$ cat config.mk
export PLATFORM = sky130hd
export DESIGN_NAME = bsle_top
export DESIGN_NICKNAME = d
export VERILOG_FILES = /design/src/rtl/bsle_pkg.sv /design/src/rtl/bsle_tick.sv /design/src/rtl/bsle_ami.sv /design/src/rtl/bsle_top.sv
export SDC_FILE = /design/constraint.sdc
export NUM_CORES = 1
export LEC_CHECK = 0
export ABC_AREA = 1
export BUFFER_PORTS_ARGS = -buffer_cell sky130_fd_sc_hd__buf_2
export CAP_MARGIN = 20
export CORE_MARGIN = 2
export CORE_UTILIZATION = 50
export DETAILED_ROUTE_END_ITERATION = 8
export PLACE_DENSITY = 0.77
export SYNTH_ARGS = -nofsm -noshare
export SYNTH_HDL_FRONTEND = slang
export SYNTH_HIERARCHICAL = 1
export SYNTH_SLANG_ARGS = --single-unit
$ cat constraint.sdc
create_clock -name clk -period 4.4 [get_ports clk]
set_input_delay 0.22 -clock clk [delete_from_list [all_inputs] [get_ports clk]]
set_output_delay 0.22 -clock clk [all_outputs]
set_load 0.005 [all_outputs]
$ cat src/rtl/bsle_pkg.sv
// Constants, register map and carrier types of the bridge status encoder.
//
// Contract
// RQ1: The yellow lamp reports status as a burst of one to eleven blinks.
// RQ2: Bursts are separated by a two second dark gap.
// RQ3: With several conditions active the larger blink count is shown.
// RQ4: One blink means the system is healthy with nothing else pending.
// RQ5: Two blinks mean the learned station table is empty.
// RQ6: Three blinks mean the base unit drops its clear to send or carrier.
// RQ7: Four blinks mean the frame buffer is saturated.
// RQ8: Wide area oversize, misaligned, aborted, bad CRC give five to eight.
// RQ9: Local oversize, misaligned and bad CRC frames give nine to eleven.
// RQ10: A code stops only after eight showings and its condition gone.
// RQ11: The green link lamp is lit exactly while link integrity is good.
// RQ12: The line port sends and receives AMI coded data at 64 kbps.
// RQ13: Blinks are equal on and off times from a free running tick.
package bsle_pkg;

	////////////////////////////////////////////////////////////////////////
	localparam int CLK_HZ  = 25_000_000;
	localparam int CLK_NS  = 40;
	localparam int TICK_MS = 10;
	localparam int TICK_CYCLES = TICK_MS * (CLK_HZ / 1000);
	localparam int BLINK_ON_MS  = 250;
	localparam int BLINK_OFF_MS = 250;
	localparam int GAP_MS       = 2000;
	localparam logic [7:0] ON_TICKS  = 8'(BLINK_ON_MS / TICK_MS);
	localparam logic [7:0] OFF_TICKS = 8'(BLINK_OFF_MS / TICK_MS);
	localparam logic [7:0] GAP_TICKS = 8'(GAP_MS / TICK_MS);
	localparam int LINE_BPS   = 64000;
	localparam int BIT_NS     = 1_000_000_000 / LINE_BPS;
	localparam int BIT_CYCLES = BIT_NS / CLK_NS;

	////////////////////////////////////////////////////////////////////////
	localparam logic [3:0] CODE_OK      = 4'h1;
	localparam logic [3:0] CODE_LOWEST  = 4'h2;
	localparam logic [3:0] CODE_HIGHEST = 4'hb;
	localparam logic [3:0] SHOW_REPEATS = 4'h8;

	////////////////////////////////////////////////////////////////////////
	localparam int ADDR_W = 12;
	localparam logic [11:0] ADDR_CTRL     = 12'h000;
	localparam logic [11:0] ADDR_STATUS   = 12'h004;
	localparam logic [11:0] ADDR_IRQ_STAT = 12'h008;
	localparam logic [11:0] ADDR_IRQ_MASK = 12'h00c;
	localparam int CTRL_LED_EN_BIT  = 0;
	localparam int CTRL_LINE_EN_BIT = 1;
	localparam logic [1:0] CTRL_RST = 2'h3;
	localparam int STAT_CODE_LSB = 0;
	localparam int STAT_LINK_BIT = 4;
	localparam int STAT_PEND_LSB = 8;
	localparam int IRQ_W = 10;
	localparam int IRQ_FRAME_LSB = 0;
	localparam int IRQ_BUF_BIT   = 7;
	localparam int IRQ_LINK_BIT  = 8;
	localparam int IRQ_BPV_BIT   = 9;
	localparam logic [9:0] IRQ_MASK_RST = 10'h000;

	////////////////////////////////////////////////////////////////////////
	typedef struct packed {
		logic        psel;
		logic        penable;
		logic        pwrite;
		logic [11:0] paddr;
		logic [31:0] pwdata;
	} bsle_apb_req_type;

	typedef struct packed {
		logic        pready;
		logic        pslverr;
		logic [31:0] prdata;
	} bsle_apb_rsp_type;

	// Levels: mac_empty, buf_sat. All frame errors are one-cycle pulses.
	typedef struct packed {
		logic mac_empty;
		logic buf_sat;
		logic wan_oversize;
		logic wan_misalign;
		logic wan_abort;
		logic wan_bad_crc;
		logic lan_oversize;
		logic lan_misalign;
		logic lan_bad_crc;
	} bsle_cond_type;

	typedef enum logic [1:0] {
		ST_IDLE = 2'b00,
		ST_ON   = 2'b01,
		ST_OFF  = 2'b10,
		ST_GAP  = 2'b11
	} bsle_blink_type;

endpackage

$ cat src/rtl/bsle_tick.sv
// Free running prescaler that emits a one-cycle tick every DIV clocks.
`timescale 1ns/1ps
`default_nettype none
module bsle_tick #(
	parameter int unsigned DIV = 250000
) (
	// Clock and reset.
	input  wire logic clk,
	input  wire logic rst_n,
	// Tick out.
	output var  logic tick
);
	import bsle_pkg::*;

	// The prescaler counts in 24 bits.
	if (DIV < 2 || DIV > 32'h00ffffff)
	begin : g_div_check
		$error("bsle_tick: DIV out of range");
	end

	typedef struct packed {
		logic [23:0] cnt;
		logic        tick;
	} bsle_tick_st_type;

	bsle_tick_st_type q, d;

	always_comb
	begin
		d = q;
		d.tick = 1'b0;
		if (q.cnt == 24'(DIV - 1))
		begin
			d.cnt = 24'h000000;
			d.tick = 1'b1;
		end
		else
			d.cnt = q.cnt + 24'h000001;
	end

	always_ff @(posedge clk)
	begin
		if (!rst_n)
			q <= '0;
		else
			q <= d;
	end

	assign tick = q.tick;
endmodule // bsle_tick
`default_nettype wire

$ cat src/rtl/bsle_ami.sv
// AMI line coder and decoder for the co-directional 64 kbps line port.
`timescale 1ns/1ps
`default_nettype none
module bsle_ami (
	// Clock and reset.
	input  wire logic clk,
	input  wire logic rst_n,
	// Bit timing and enable.
	input  wire logic bit_tick,
	input  wire logic enable,
	// User side.
	input  wire logic tx_bit,
	output var  logic tx_take,
	output var  logic rx_bit,
	output var  logic rx_valid,
	output var  logic bpv,
	// Line pins.
	input  wire logic rx_pos_pin,
	input  wire logic rx_neg_pin,
	output var  logic line_pos,
	output var  logic line_neg
);
	import bsle_pkg::*;

	typedef struct packed {
		logic [1:0] s1;
		logic [1:0] s2;
		logic [1:0] s3;
		logic       tx_pol;
		logic       pos;
		logic       neg;
		logic       marked;
		logic       rx_pol;
		logic       rx_bit;
		logic       rx_valid;
		logic       bpv;
	} bsle_ami_st_type;

	bsle_ami_st_type q, d;

	logic mark_p;
	logic mark_n;

	always_comb
	begin
		d = q;
		d.s1 = {rx_pos_pin, rx_neg_pin};
		d.s2 = q.s1;
		d.s3 = q.s2;
		d.rx_valid = 1'b0;
		d.bpv = 1'b0;
		// Marks are judged once, at their leading edge, so a mark that
		// straddles a local bit boundary is not taken for two. Two marks of
		// one polarity with no space between them look like one long mark
		// and go unnoticed.
		mark_p = q.s2[1] & ~q.s3[1];
		mark_n = q.s2[0] & ~q.s3[0];
		if (enable && (mark_p ^ mark_n))
		begin
			// Two marks of one polarity in a row break the coding.
			d.bpv = q.marked & (mark_p == q.rx_pol); // RQ12
			d.rx_pol = mark_p;
			d.marked = 1'b1;
		end
		if (!enable)
		begin
			d.pos = 1'b0;
			d.neg = 1'b0;
		end
		else if (bit_tick)
		begin
			// Marks alternate polarity, spaces leave the line idle.
			d.pos = tx_bit & ~q.tx_pol; // RQ12
			d.neg = tx_bit & q.tx_pol; // RQ12
			d.tx_pol = q.tx_pol ^ tx_bit;
			// The level is taken at the local tick; with no clock recovery
			// the far end must keep its bit edges away from that instant.
			d.rx_valid = 1'b1;
			d.rx_bit = q.s2[1] | q.s2[0]; // RQ12
		end
	end

	always_ff @(posedge clk)
	begin
		if (!rst_n)
			q <= '0;
		else
			q <= d;
	end

	assign tx_take  = bit_tick & enable;
	assign rx_bit   = q.rx_bit;
	assign rx_valid = q.rx_valid;
	assign bpv      = q.bpv;
	assign line_pos = q.pos;
	assign line_neg = q.neg;
endmodule // bsle_ami
`default_nettype wire

$ cat src/rtl/bsle_top.sv
// Status blink encoder, link lamp, line port and APB registers of the bridge.
`timescale 1ns/1ps
`default_nettype none
module bsle_top #(
	parameter int unsigned TICK_DIV = bsle_pkg::TICK_CYCLES,
	parameter int unsigned BIT_DIV  = bsle_pkg::BIT_CYCLES
) (
	// Clock and reset.
	input  wire logic                       clk,
	input  wire logic                       rst_n,
	// APB slave.
	input  wire bsle_pkg::bsle_apb_req_type apb_req,
	output var  bsle_pkg::bsle_apb_rsp_type apb_rsp,
	// Conditions from bridge logic on this clock.
	input  wire bsle_pkg::bsle_cond_type    cond,
	// Pins from the base unit and the Ethernet transceiver.
	input  wire logic                       cts_pin,
	input  wire logic                       dcd_pin,
	input  wire logic                       link_pin,
	// Line port.
	input  wire logic                       tx_bit,
	output var  logic                       tx_take,
	output var  logic                       rx_bit,
	output var  logic                       rx_valid,
	input  wire logic                       rx_pos_pin,
	input  wire logic                       rx_neg_pin,
	output var  logic                       line_pos,
	output var  logic                       line_neg,
	// Indicators and interrupt.
	output var  logic                       status_led,
	output var  logic                       link_led,
	output var  logic                       irq
);
	import bsle_pkg::*;

	if (TICK_DIV < 2 || BIT_DIV < 2)
	begin : g_div_check
		$error("bsle_top: divider too small");
	end

	////////////////////////////////////////////////////////////////////////
	// The whole state of the block.
	typedef struct packed {
		logic [2:0]       s1;
		logic [2:0]       s2;
		logic             link_prev;
		logic             buf_prev;
		logic [11:2]      pend;
		logic [11:2][3:0] shown;
		bsle_blink_type   st;
		logic [3:0]       code;
		logic [3:0]       blinks;
		logic [7:0]       tmr;
		logic             led;
		logic [1:0]       ctrl;
		logic [9:0]       irq_stat;
		logic [9:0]       irq_mask;
		logic [31:0]      prdata;
	} bsle_top_st_type;

	bsle_top_st_type q, d;

	logic tick;
	logic bit_tick;
	logic bpv;

	////////////////////////////////////////////////////////////////////////
	bsle_tick #(
		.DIV (TICK_DIV)
	) u_ind_tick (
		.clk   (clk),
		.rst_n (rst_n),
		.tick  (tick) // RQ13
	);

	bsle_tick #(
		.DIV (BIT_DIV)
	) u_bit_tick (
		.clk   (clk),
		.rst_n (rst_n),
		.tick  (bit_tick)
	);

	bsle_ami u_ami (
		.clk        (clk),
		.rst_n      (rst_n),
		.bit_tick   (bit_tick),
		.enable     (q.ctrl[CTRL_LINE_EN_BIT]),
		.tx_bit     (tx_bit),
		.tx_take    (tx_take),
		.rx_bit     (rx_bit),
		.rx_valid   (rx_valid),
		.bpv        (bpv),
		.rx_pos_pin (rx_pos_pin),
		.rx_neg_pin (rx_neg_pin),
		.line_pos   (line_pos),
		.line_neg   (line_neg)
	);

	////////////////////////////////////////////////////////////////////////
	// Condition decode, indexed by the blink count that reports it.
	logic [11:2] act;
	logic        cts_ok;
	logic        dcd_ok;
	logic        link_ok;

	always_comb
	begin
		cts_ok  = q.s2[2];
		dcd_ok  = q.s2[1];
		link_ok = q.s2[0];
		act[2]  = cond.mac_empty; // RQ5
		act[3]  = ~(cts_ok & dcd_ok); // RQ6
		act[4]  = cond.buf_sat; // RQ7
		act[5]  = cond.wan_oversize; // RQ8
		act[6]  = cond.wan_misalign; // RQ8
		act[7]  = cond.wan_abort; // RQ8
		act[8]  = cond.wan_bad_crc; // RQ8
		act[9]  = cond.lan_oversize; // RQ9
		act[10] = cond.lan_misalign; // RQ9
		act[11] = cond.lan_bad_crc; // RQ9
	end

	////////////////////////////////////////////////////////////////////////
	// APB decode. Reads are fetched in the setup cycle, so no wait states.
	logic        setup;
	logic        access;
	logic        wr;
	logic        rd_irq;
	logic        mapped;
	logic [9:0]  ev;
	logic [3:0]  best;

	always_comb
	begin
		setup  = apb_req.psel & ~apb_req.penable;
		access = apb_req.psel & apb_req.penable;
		mapped = (apb_req.paddr == ADDR_CTRL) ||
			(apb_req.paddr == ADDR_STATUS) ||
			(apb_req.paddr == ADDR_IRQ_STAT) ||
			(apb_req.paddr == ADDR_IRQ_MASK);
		wr     = access & apb_req.pwrite & mapped;
		rd_irq = access & ~apb_req.pwrite &
			(apb_req.paddr == ADDR_IRQ_STAT);
		ev = '0;
		ev[IRQ_FRAME_LSB +: 7] = act[11:5];
		ev[IRQ_BUF_BIT]  = cond.buf_sat & ~q.buf_prev;
		ev[IRQ_LINK_BIT] = link_ok ^ q.link_prev;
		ev[IRQ_BPV_BIT]  = bpv;
	end

	////////////////////////////////////////////////////////////////////////
	// Highest pending code wins; nothing pending means healthy.
	always_comb
	begin
		best = CODE_OK; // RQ4
		for (int c = 2; c <= 11; c++)
		begin
			if (q.pend[c])
				best = 4'(c); // RQ3
		end
	end

	////////////////////////////////////////////////////////////////////////
	always_comb
	begin
		d = q;
		d.s1 = {cts_pin, dcd_pin, link_pin};
		d.s2 = q.s1;
		d.link_prev = link_ok;
		d.buf_prev = cond.buf_sat;

		// A live condition restarts its showings; a code drops only when
		// quiet and shown often enough, so a flicker is always seen.
		for (int c = 2; c <= 11; c++)
		begin
			if (act[c])
			begin
				d.pend[c] = 1'b1;
				d.shown[c] = 4'h0;
			end
			else if (q.pend[c] && q.shown[c] >= SHOW_REPEATS)
				d.pend[c] = 1'b0; // RQ10
		end

		case (q.st)
			ST_IDLE:
			begin
				d.led = 1'b0;
				if (q.ctrl[CTRL_LED_EN_BIT] && tick)
				begin
					d.code = best; // RQ3
					d.blinks = 4'h1;
					d.tmr = 8'h00;
					d.led = 1'b1;
					d.st = ST_ON;
				end
			end
			ST_ON:
			begin
				if (tick)
				begin
					if (q.tmr == ON_TICKS - 8'h01)
					begin
						d.tmr = 8'h00;
						d.led = 1'b0;
						if (q.blinks == q.code)
							d.st = ST_GAP; // RQ1
						else
							d.st = ST_OFF; // RQ13
					end
					else
						d.tmr = q.tmr + 8'h01;
				end
			end
			ST_OFF:
			begin
				if (tick)
				begin
					if (q.tmr == OFF_TICKS - 8'h01)
					begin
						d.tmr = 8'h00;
						d.led = 1'b1;
						d.blinks = q.blinks + 4'h1; // RQ1
						d.st = ST_ON;
					end
					else
						d.tmr = q.tmr + 8'h01;
				end
			end
			ST_GAP:
			begin
				if (tick)
				begin
					if (q.tmr == GAP_TICKS - 8'h01)
					begin
						// The showing counts only once its gap is over.
						d.tmr = 8'h00;
						d.st = ST_IDLE; // RQ2
						if (q.code >= CODE_LOWEST && q.code <= CODE_HIGHEST &&
							!act[q.code] && q.shown[q.code] < SHOW_REPEATS)
							d.shown[q.code] = q.shown[q.code] + 4'h1; // RQ10
					end
					else
						d.tmr = q.tmr + 8'h01;
				end
			end
			default:
			begin
				d.st = ST_IDLE;
				d.led = 1'b0;
			end
		endcase

		// Register writes.
		if (wr && apb_req.paddr == ADDR_CTRL)
			d.ctrl = apb_req.pwdata[1:0];
		if (wr && apb_req.paddr == ADDR_IRQ_MASK)
			d.irq_mask = apb_req.pwdata[IRQ_W-1:0];

		// A read clears only the flags it returned, so a flag that lands
		// between the setup and access edges survives; a new event wins.
		d.irq_stat = q.irq_stat | ev;
		if (rd_irq)
			d.irq_stat = (q.irq_stat & ~q.prdata[IRQ_W-1:0]) | ev;

		// Read data captured in the setup cycle, held through access.
		if (setup)
		begin
			d.prdata = 32'h00000000;
			case (apb_req.paddr)
				ADDR_CTRL:
					d.prdata[1:0] = q.ctrl;
				ADDR_STATUS:
				begin
					d.prdata[STAT_CODE_LSB +: 4] = q.code;
					d.prdata[STAT_LINK_BIT] = link_ok;
					d.prdata[STAT_PEND_LSB +: 10] = q.pend;
				end
				ADDR_IRQ_STAT:
					d.prdata[IRQ_W-1:0] = q.irq_stat;
				ADDR_IRQ_MASK:
					d.prdata[IRQ_W-1:0] = q.irq_mask;
				default:
					d.prdata = 32'h00000000;
			endcase
		end
	end

	////////////////////////////////////////////////////////////////////////
	always_ff @(posedge clk)
	begin
		if (!rst_n)
		begin
			q <= '0;
			q.st <= ST_IDLE;
			q.ctrl <= CTRL_RST;
			q.irq_mask <= IRQ_MASK_RST;
		end
		else
			q <= d;
	end

	////////////////////////////////////////////////////////////////////////
	always_comb
	begin
		apb_rsp.pready  = 1'b1;
		apb_rsp.pslverr = access & ~mapped;
		apb_rsp.prdata  = q.prdata;
	end

	assign status_led = q.led; // RQ1
	assign link_led   = q.s2[0]; // RQ11
	assign irq        = |(q.irq_stat & q.irq_mask);
endmodule // bsle_top
`default_nettype wire

# After elaboration in Yosys (flattened, before gate mapping)
# Cells that the tools add are included.
totals:
  regBits: 181
  out_inout_bits: 42
  input_bits: 64
  word_cells: 245
classes:
  reduce_logical: 46
  order_cmp: 15
  mux: 78
  n_addsub: 5
  n_eq_ne: 20
  n_bitwise: 33
ops:
  columns: ["cell", "count"]
  rows:
  - ["$mux 4", 22]
  - ["$mux 42", 2]
  - ["$mux 40", 2]
  - ["$add 24x1->24 const B", 2]
  - ["$bwmux 40", 1]
  - ["$ge 4x4->1 const B", 10]
  - ["$mux 8", 4]
  - ["$pmux 8 s4", 1]
  - ["$mux 1", 27]
  - ["$eq 12x4->1 const B", 2]
  - ["$eq 24x18->1 const B", 1]
  - ["$eq 24x9->1 const B", 1]
  - ["$and 10x10->10", 2]
  - ["$or 10x10->10", 2]
  - ["$reduce_bool 2->1", 10]
  - ["$mux 19", 1]
  - ["$logic_and 1x1->1", 18]
  - ["$bmux 4 s4", 1]
  - ["$demux 4 s4", 1]
  - ["$pmux 2 s4", 2]
  - ["$and 1x1->1", 15]
  - ["$mux 13", 1]
  - ["$eq 12x3->1 const B", 1]
  - ["$logic_not 12->1", 1]
  - ["38 further kinds", 67]

# Logic depth before layout (Yosys ltp)
logic_depth:
  depth_word: 12
  depth_mapped: 16
  mapped_depth_nobuf: 13

# Modules after synthesis
# The synthesis kept the hierarchy.
modules_own_cells:
  columns: ["mod", "seq_area_each_um2", "area_each_um2", "cells_each", "n_inst"]
  rows:
  - ["bsle_top", 2342.2, 6416.2, 972, 1]
  - ["bsle_tick (u_ind_tick)", 500.5, 1422.6, 214, 1]
  - ["bsle_tick (u_bit_tick)", 500.5, 1323.8, 200, 1]
  - ["bsle_ami", 280.3, 536.8, 68, 1]

# Worst setup path before layout
# No wires, ideal clock.
synth_path:
  kind: "register to register"
  startpoint: "register, netlist name q[67]"
  endpoint: "register, netlist name q[111]"
  setup_ns: 0.128
  required_ns: 4.272
  period_less_slack_ns: 1.905
  setup_slack_ns: 2.495
  path_stages_with_launch: 17
  path_buffers: 3
  arrival_time_ns: 1.778
  cell_sequence: "dfxtp_1 > buf_6 > inv_2 > buf_6 > buf_6 > nand2_1 > nand2_1 > nand2_1 > nand3_1 > nand2_1 > nand3_1 > ha_1 > inv_1 > xor2_2 > nand2_1 > nand2_1 > nor2_1"

==> results.cfg <==
[cts]
cts_max_level = 4
path_clk_slew_ns = 0.07
post_cts_resized = 0
root_buffer = clkbuf_16
clk_latency_ns = 0.44
cts_tree = built
cts_made_buffers = 17
cts_sinks = 181
clockBufferDepth = 2

[synth]
netlist_top_cells_count = 477 x nand2_1, 181 x dfxtp_1, 171 x nor2_1, 149 x inv_1, 73 x a21oi_1
ys_seq_elements = 181
yosysTopAreaCell = dfxtp_1
synth_most_common_cell = nand2_1
synth_area_um2 = 9700
synth_edf_count = 0
ys_seq_area_share_pct = 37.4
ys_types = 47
synth_top_cell_area_share_pct = 37.4
postSynthCellCount = 1454
synthArstFlopShare_pct = 0
synthTopCellsByArea = dfxtp_1 37%, nand2_1 18%, nor2_1 6.6%, inv_1 5.8%, a21oi_1 3.8%
yosysWarnings = 6
avgSynthCellArea_um2 = 6.67
synthFlopType = dfxtp_1

[die]
coreArea_um2 = 18900
pin_count = 106
dieArea_um2 = 20500
die-height_um = 143
start_util_pct = 51.3
rows = 50
die-width_um = 143

[setup_path]
cp_common_cell = nand2_1
rr_worst_depth = 12
crit_type = flip-flop to flip-flop
start_kind = flip-flop
cp_max_fo = 19
worst_ep_required_time_ns = 4.74
critPathCaptureType = flip-flop
slowest_delay_ns = 0.50
crit_chain = buf_4 > inv_1 > nand2_1 > nand2_1 > nand2_1 > nand3_1 > ha_1 > inv_1 > xor2_2 > nand2_1 > nand2_1 > nor2_1
arrival_ns = 2.78
slowest_stage = xor2_2

[timing]
finalWorstSetupSlack_ns = 1.95
fin_hold_ws_ns = 0.00114
finalCritPeriodShare_pct = 55.6
rsz0062_at_grt = no
slew_violations = 0
clock.fmax_mhz = 409
layout_min_cycle_time_ns = 2.45
fin_setup_tns_ns = 0
worst_slew_pin_slew_ns = 1.00
fin_skew_ns = 0.00797
max-slew-margin-rel_pct = 32.8
setup_viol = 0
finalHoldViolCount = 0

[place]
dpl.hpwl_mm = 16.0
post-place-ws_ns = 2.01
gp_congestion = 0.882
placed_area_um2 = 10000
io_buffers = 68

[drt]
antenna_left = 0
viasPerCell = 5.00
wirelength_mm = 22.6
vias = 8862
first_pass_iters = 5
drt-initial-drc-count = 446
drc = 0
wl_per_cell_um = 12.8

[power_and_ir_drop]
switching_share_pct = 24.4
p_clk_share_pct = 43.8
p_leak_nw = 4.60
pwr-share-comb_pct = 6.9
power.share.sequential_pct = 49.3
cellPowerDensity_nw_per_um2 = 324
ir_worst_vdd_mv = 0.270
internal_power_mw = 2.60
p_switching_mw = 0.841
fin_total_pwr_mw = 3.44

[global_routing]
grt_max_degree = 66
overflow = 0
grt_pass1_vias = 8229
grt_use_total_pct = 22.6
grt_pass1_wl_mm = 37.4
antenna_found_initial = 0

[layout]
ff_latch_area_um2 = 3620
antenna_cells = 0
syn_to_final_growth_pct = 9.67
layout-drive-gt1-share_pct = 12.0
final_nets = 1575
fillers = 1850
multiInputGateArea_um2 = 5000
finalInstanceArea_um2 = 10600

[outcome]
status = finished, final reports clean

[job]
maxCapViolCount = 0

[worst_hold_path]
holdPathStages = 3
holdCritPathClass = input port to flip-flop
==> flip-flops by register name (all words and copies together), names as in the netlist, 3 cells and up <==
| signal | count |
|---|---|
| q | 92 |
| u_bit_tick/q | 24 |
| u_ind_tick/q | 24 |
| apb_rsp | 18 |
| u_ami/q | 5 |
| u_ami/d | 4 |
| d | 3 |
==> routing by layer <==
layer	global-route usage [%]	routed length [um]	part of all wire, %	vias to the layer above
met4	9.34	572	2.5	0
met3	4.12	1170	5.2	50
met5	0	0	0	-
met2	38.3	10400	46	219
met1	28.2	10500	46	3986
li1	-	-	-	4607
==> power by group through the flow <==
stage	clock, mW	combinational (mW)	sequential, mW
6_report	1.51	0.236	1.70
3_5_place_dp	0	0.230	1.73
4_1_cts	1.53	0.234	1.70
5_1_grt	1.59	0.270	1.70
2_1_floorplan	0	0.173	1.73
3_3_place_gp	0	0.224	1.73
==> cell usage in the layout (no fill, tap or decap), types with 3 or more instances in the layout <==
cell / Yosys / layout
and2_1: 3 / 3
nor3_1: 14 / 14
nor2_4: 11 / 11
a21oi_1: 73 / 73
o211ai_1: 3 / 3
nand2_1: 477 / 477
nor2b_1: 9 / 9
clkinv_1: 10 / 10
clkinv_4: 0 / 3
conb_1: 2 / 15
o22ai_1: 6 / 6
nand3_2: 5 / 5
inv_1: 149 / 149
dlygate4sd3_1: 0 / 4
xnor2_1: 11 / 11
buf_2: 7 / 68
nor2_2: 13 / 13
nand3_4: 10 / 10
clkinv_2: 0 / 4
inv_2: 15 / 15
ha_1: 13 / 13
xor2_1: 13 / 13
o21ai_1: 23 / 23
clkbuf_16: 0 / 17
o21ai_0: 37 / 37
a211oi_1: 3 / 3
dfxtp_1: 181 / 181
nand4_1: 27 / 27
nand2_4: 3 / 3
nand2_2: 10 / 10
nand3_1: 69 / 69
a31oi_1: 5 / 5
buf_4: 39 / 8
nor2_1: 171 / 171
==> stage by stage <==
step / std cells / utilization, %
final: 1771 / 56.3
after global routing: 1771 / 56.3
after CTS: 1770 / 56.2
after detailed placement: 1734 / 52.9
after global placement: 1734 / 52.9
after floorplan: 1467 / -
==> worst max-delay path: cells and delay by family (launching register included) <==
family / cells / cell delay [ns]
xor+xnor: 1 / 0.50
simple gates: 7 / 0.71
buf+inv: 3 / 0.59
flops: 1 / 0.31
fa+ha+maj: 1 / 0.22
==> final cells by class <==
| cell class | instances | area share (%) |
|---|---|---|
| Timing Repair Buffer | 81 | 4.33 |
| Sequential cell | 181 | 34.1 |
| Tap cell | 260 | 3.06 |
| Clock buffer | 20 | 4.20 |
| Clock inverter | 12 | 1.22 |
| Inverter | 174 | 6.14 |
| Multi-Input combinational cell | 1043 | 47.0 |
==> kinds of logic (layout without fill, tap and decap cells) <==
family,after synthesis,count (layout),synth area share (%)
buffers and inverters,243,287,11.6
DFF,181,181,37.4
adders and majority gates,13,13,1.68
and+or+nand+nor,831,831,38.0
AOI/OAI and AO/OA,159,159,8.93
other,2,15,0.0774
xor gates and xnor gates,25,25,2.33
==> final timing paths <==
check	start	end	slack, ns
min	dcd_pin	d[126]	0.001
min reg2reg	d[127]	cts_ok	0.42
max reg2reg	q[68]	q[91]	1.95
max	q[68]	q[91]	1.95
==> what timing repair did <==
item,4_1_cts,5_1_grt
hold buffers,4,0
endpoints found under the hold margin,4,0
setup buffers,0,0
No activity file was read; power rests on OpenSTA's default activity.
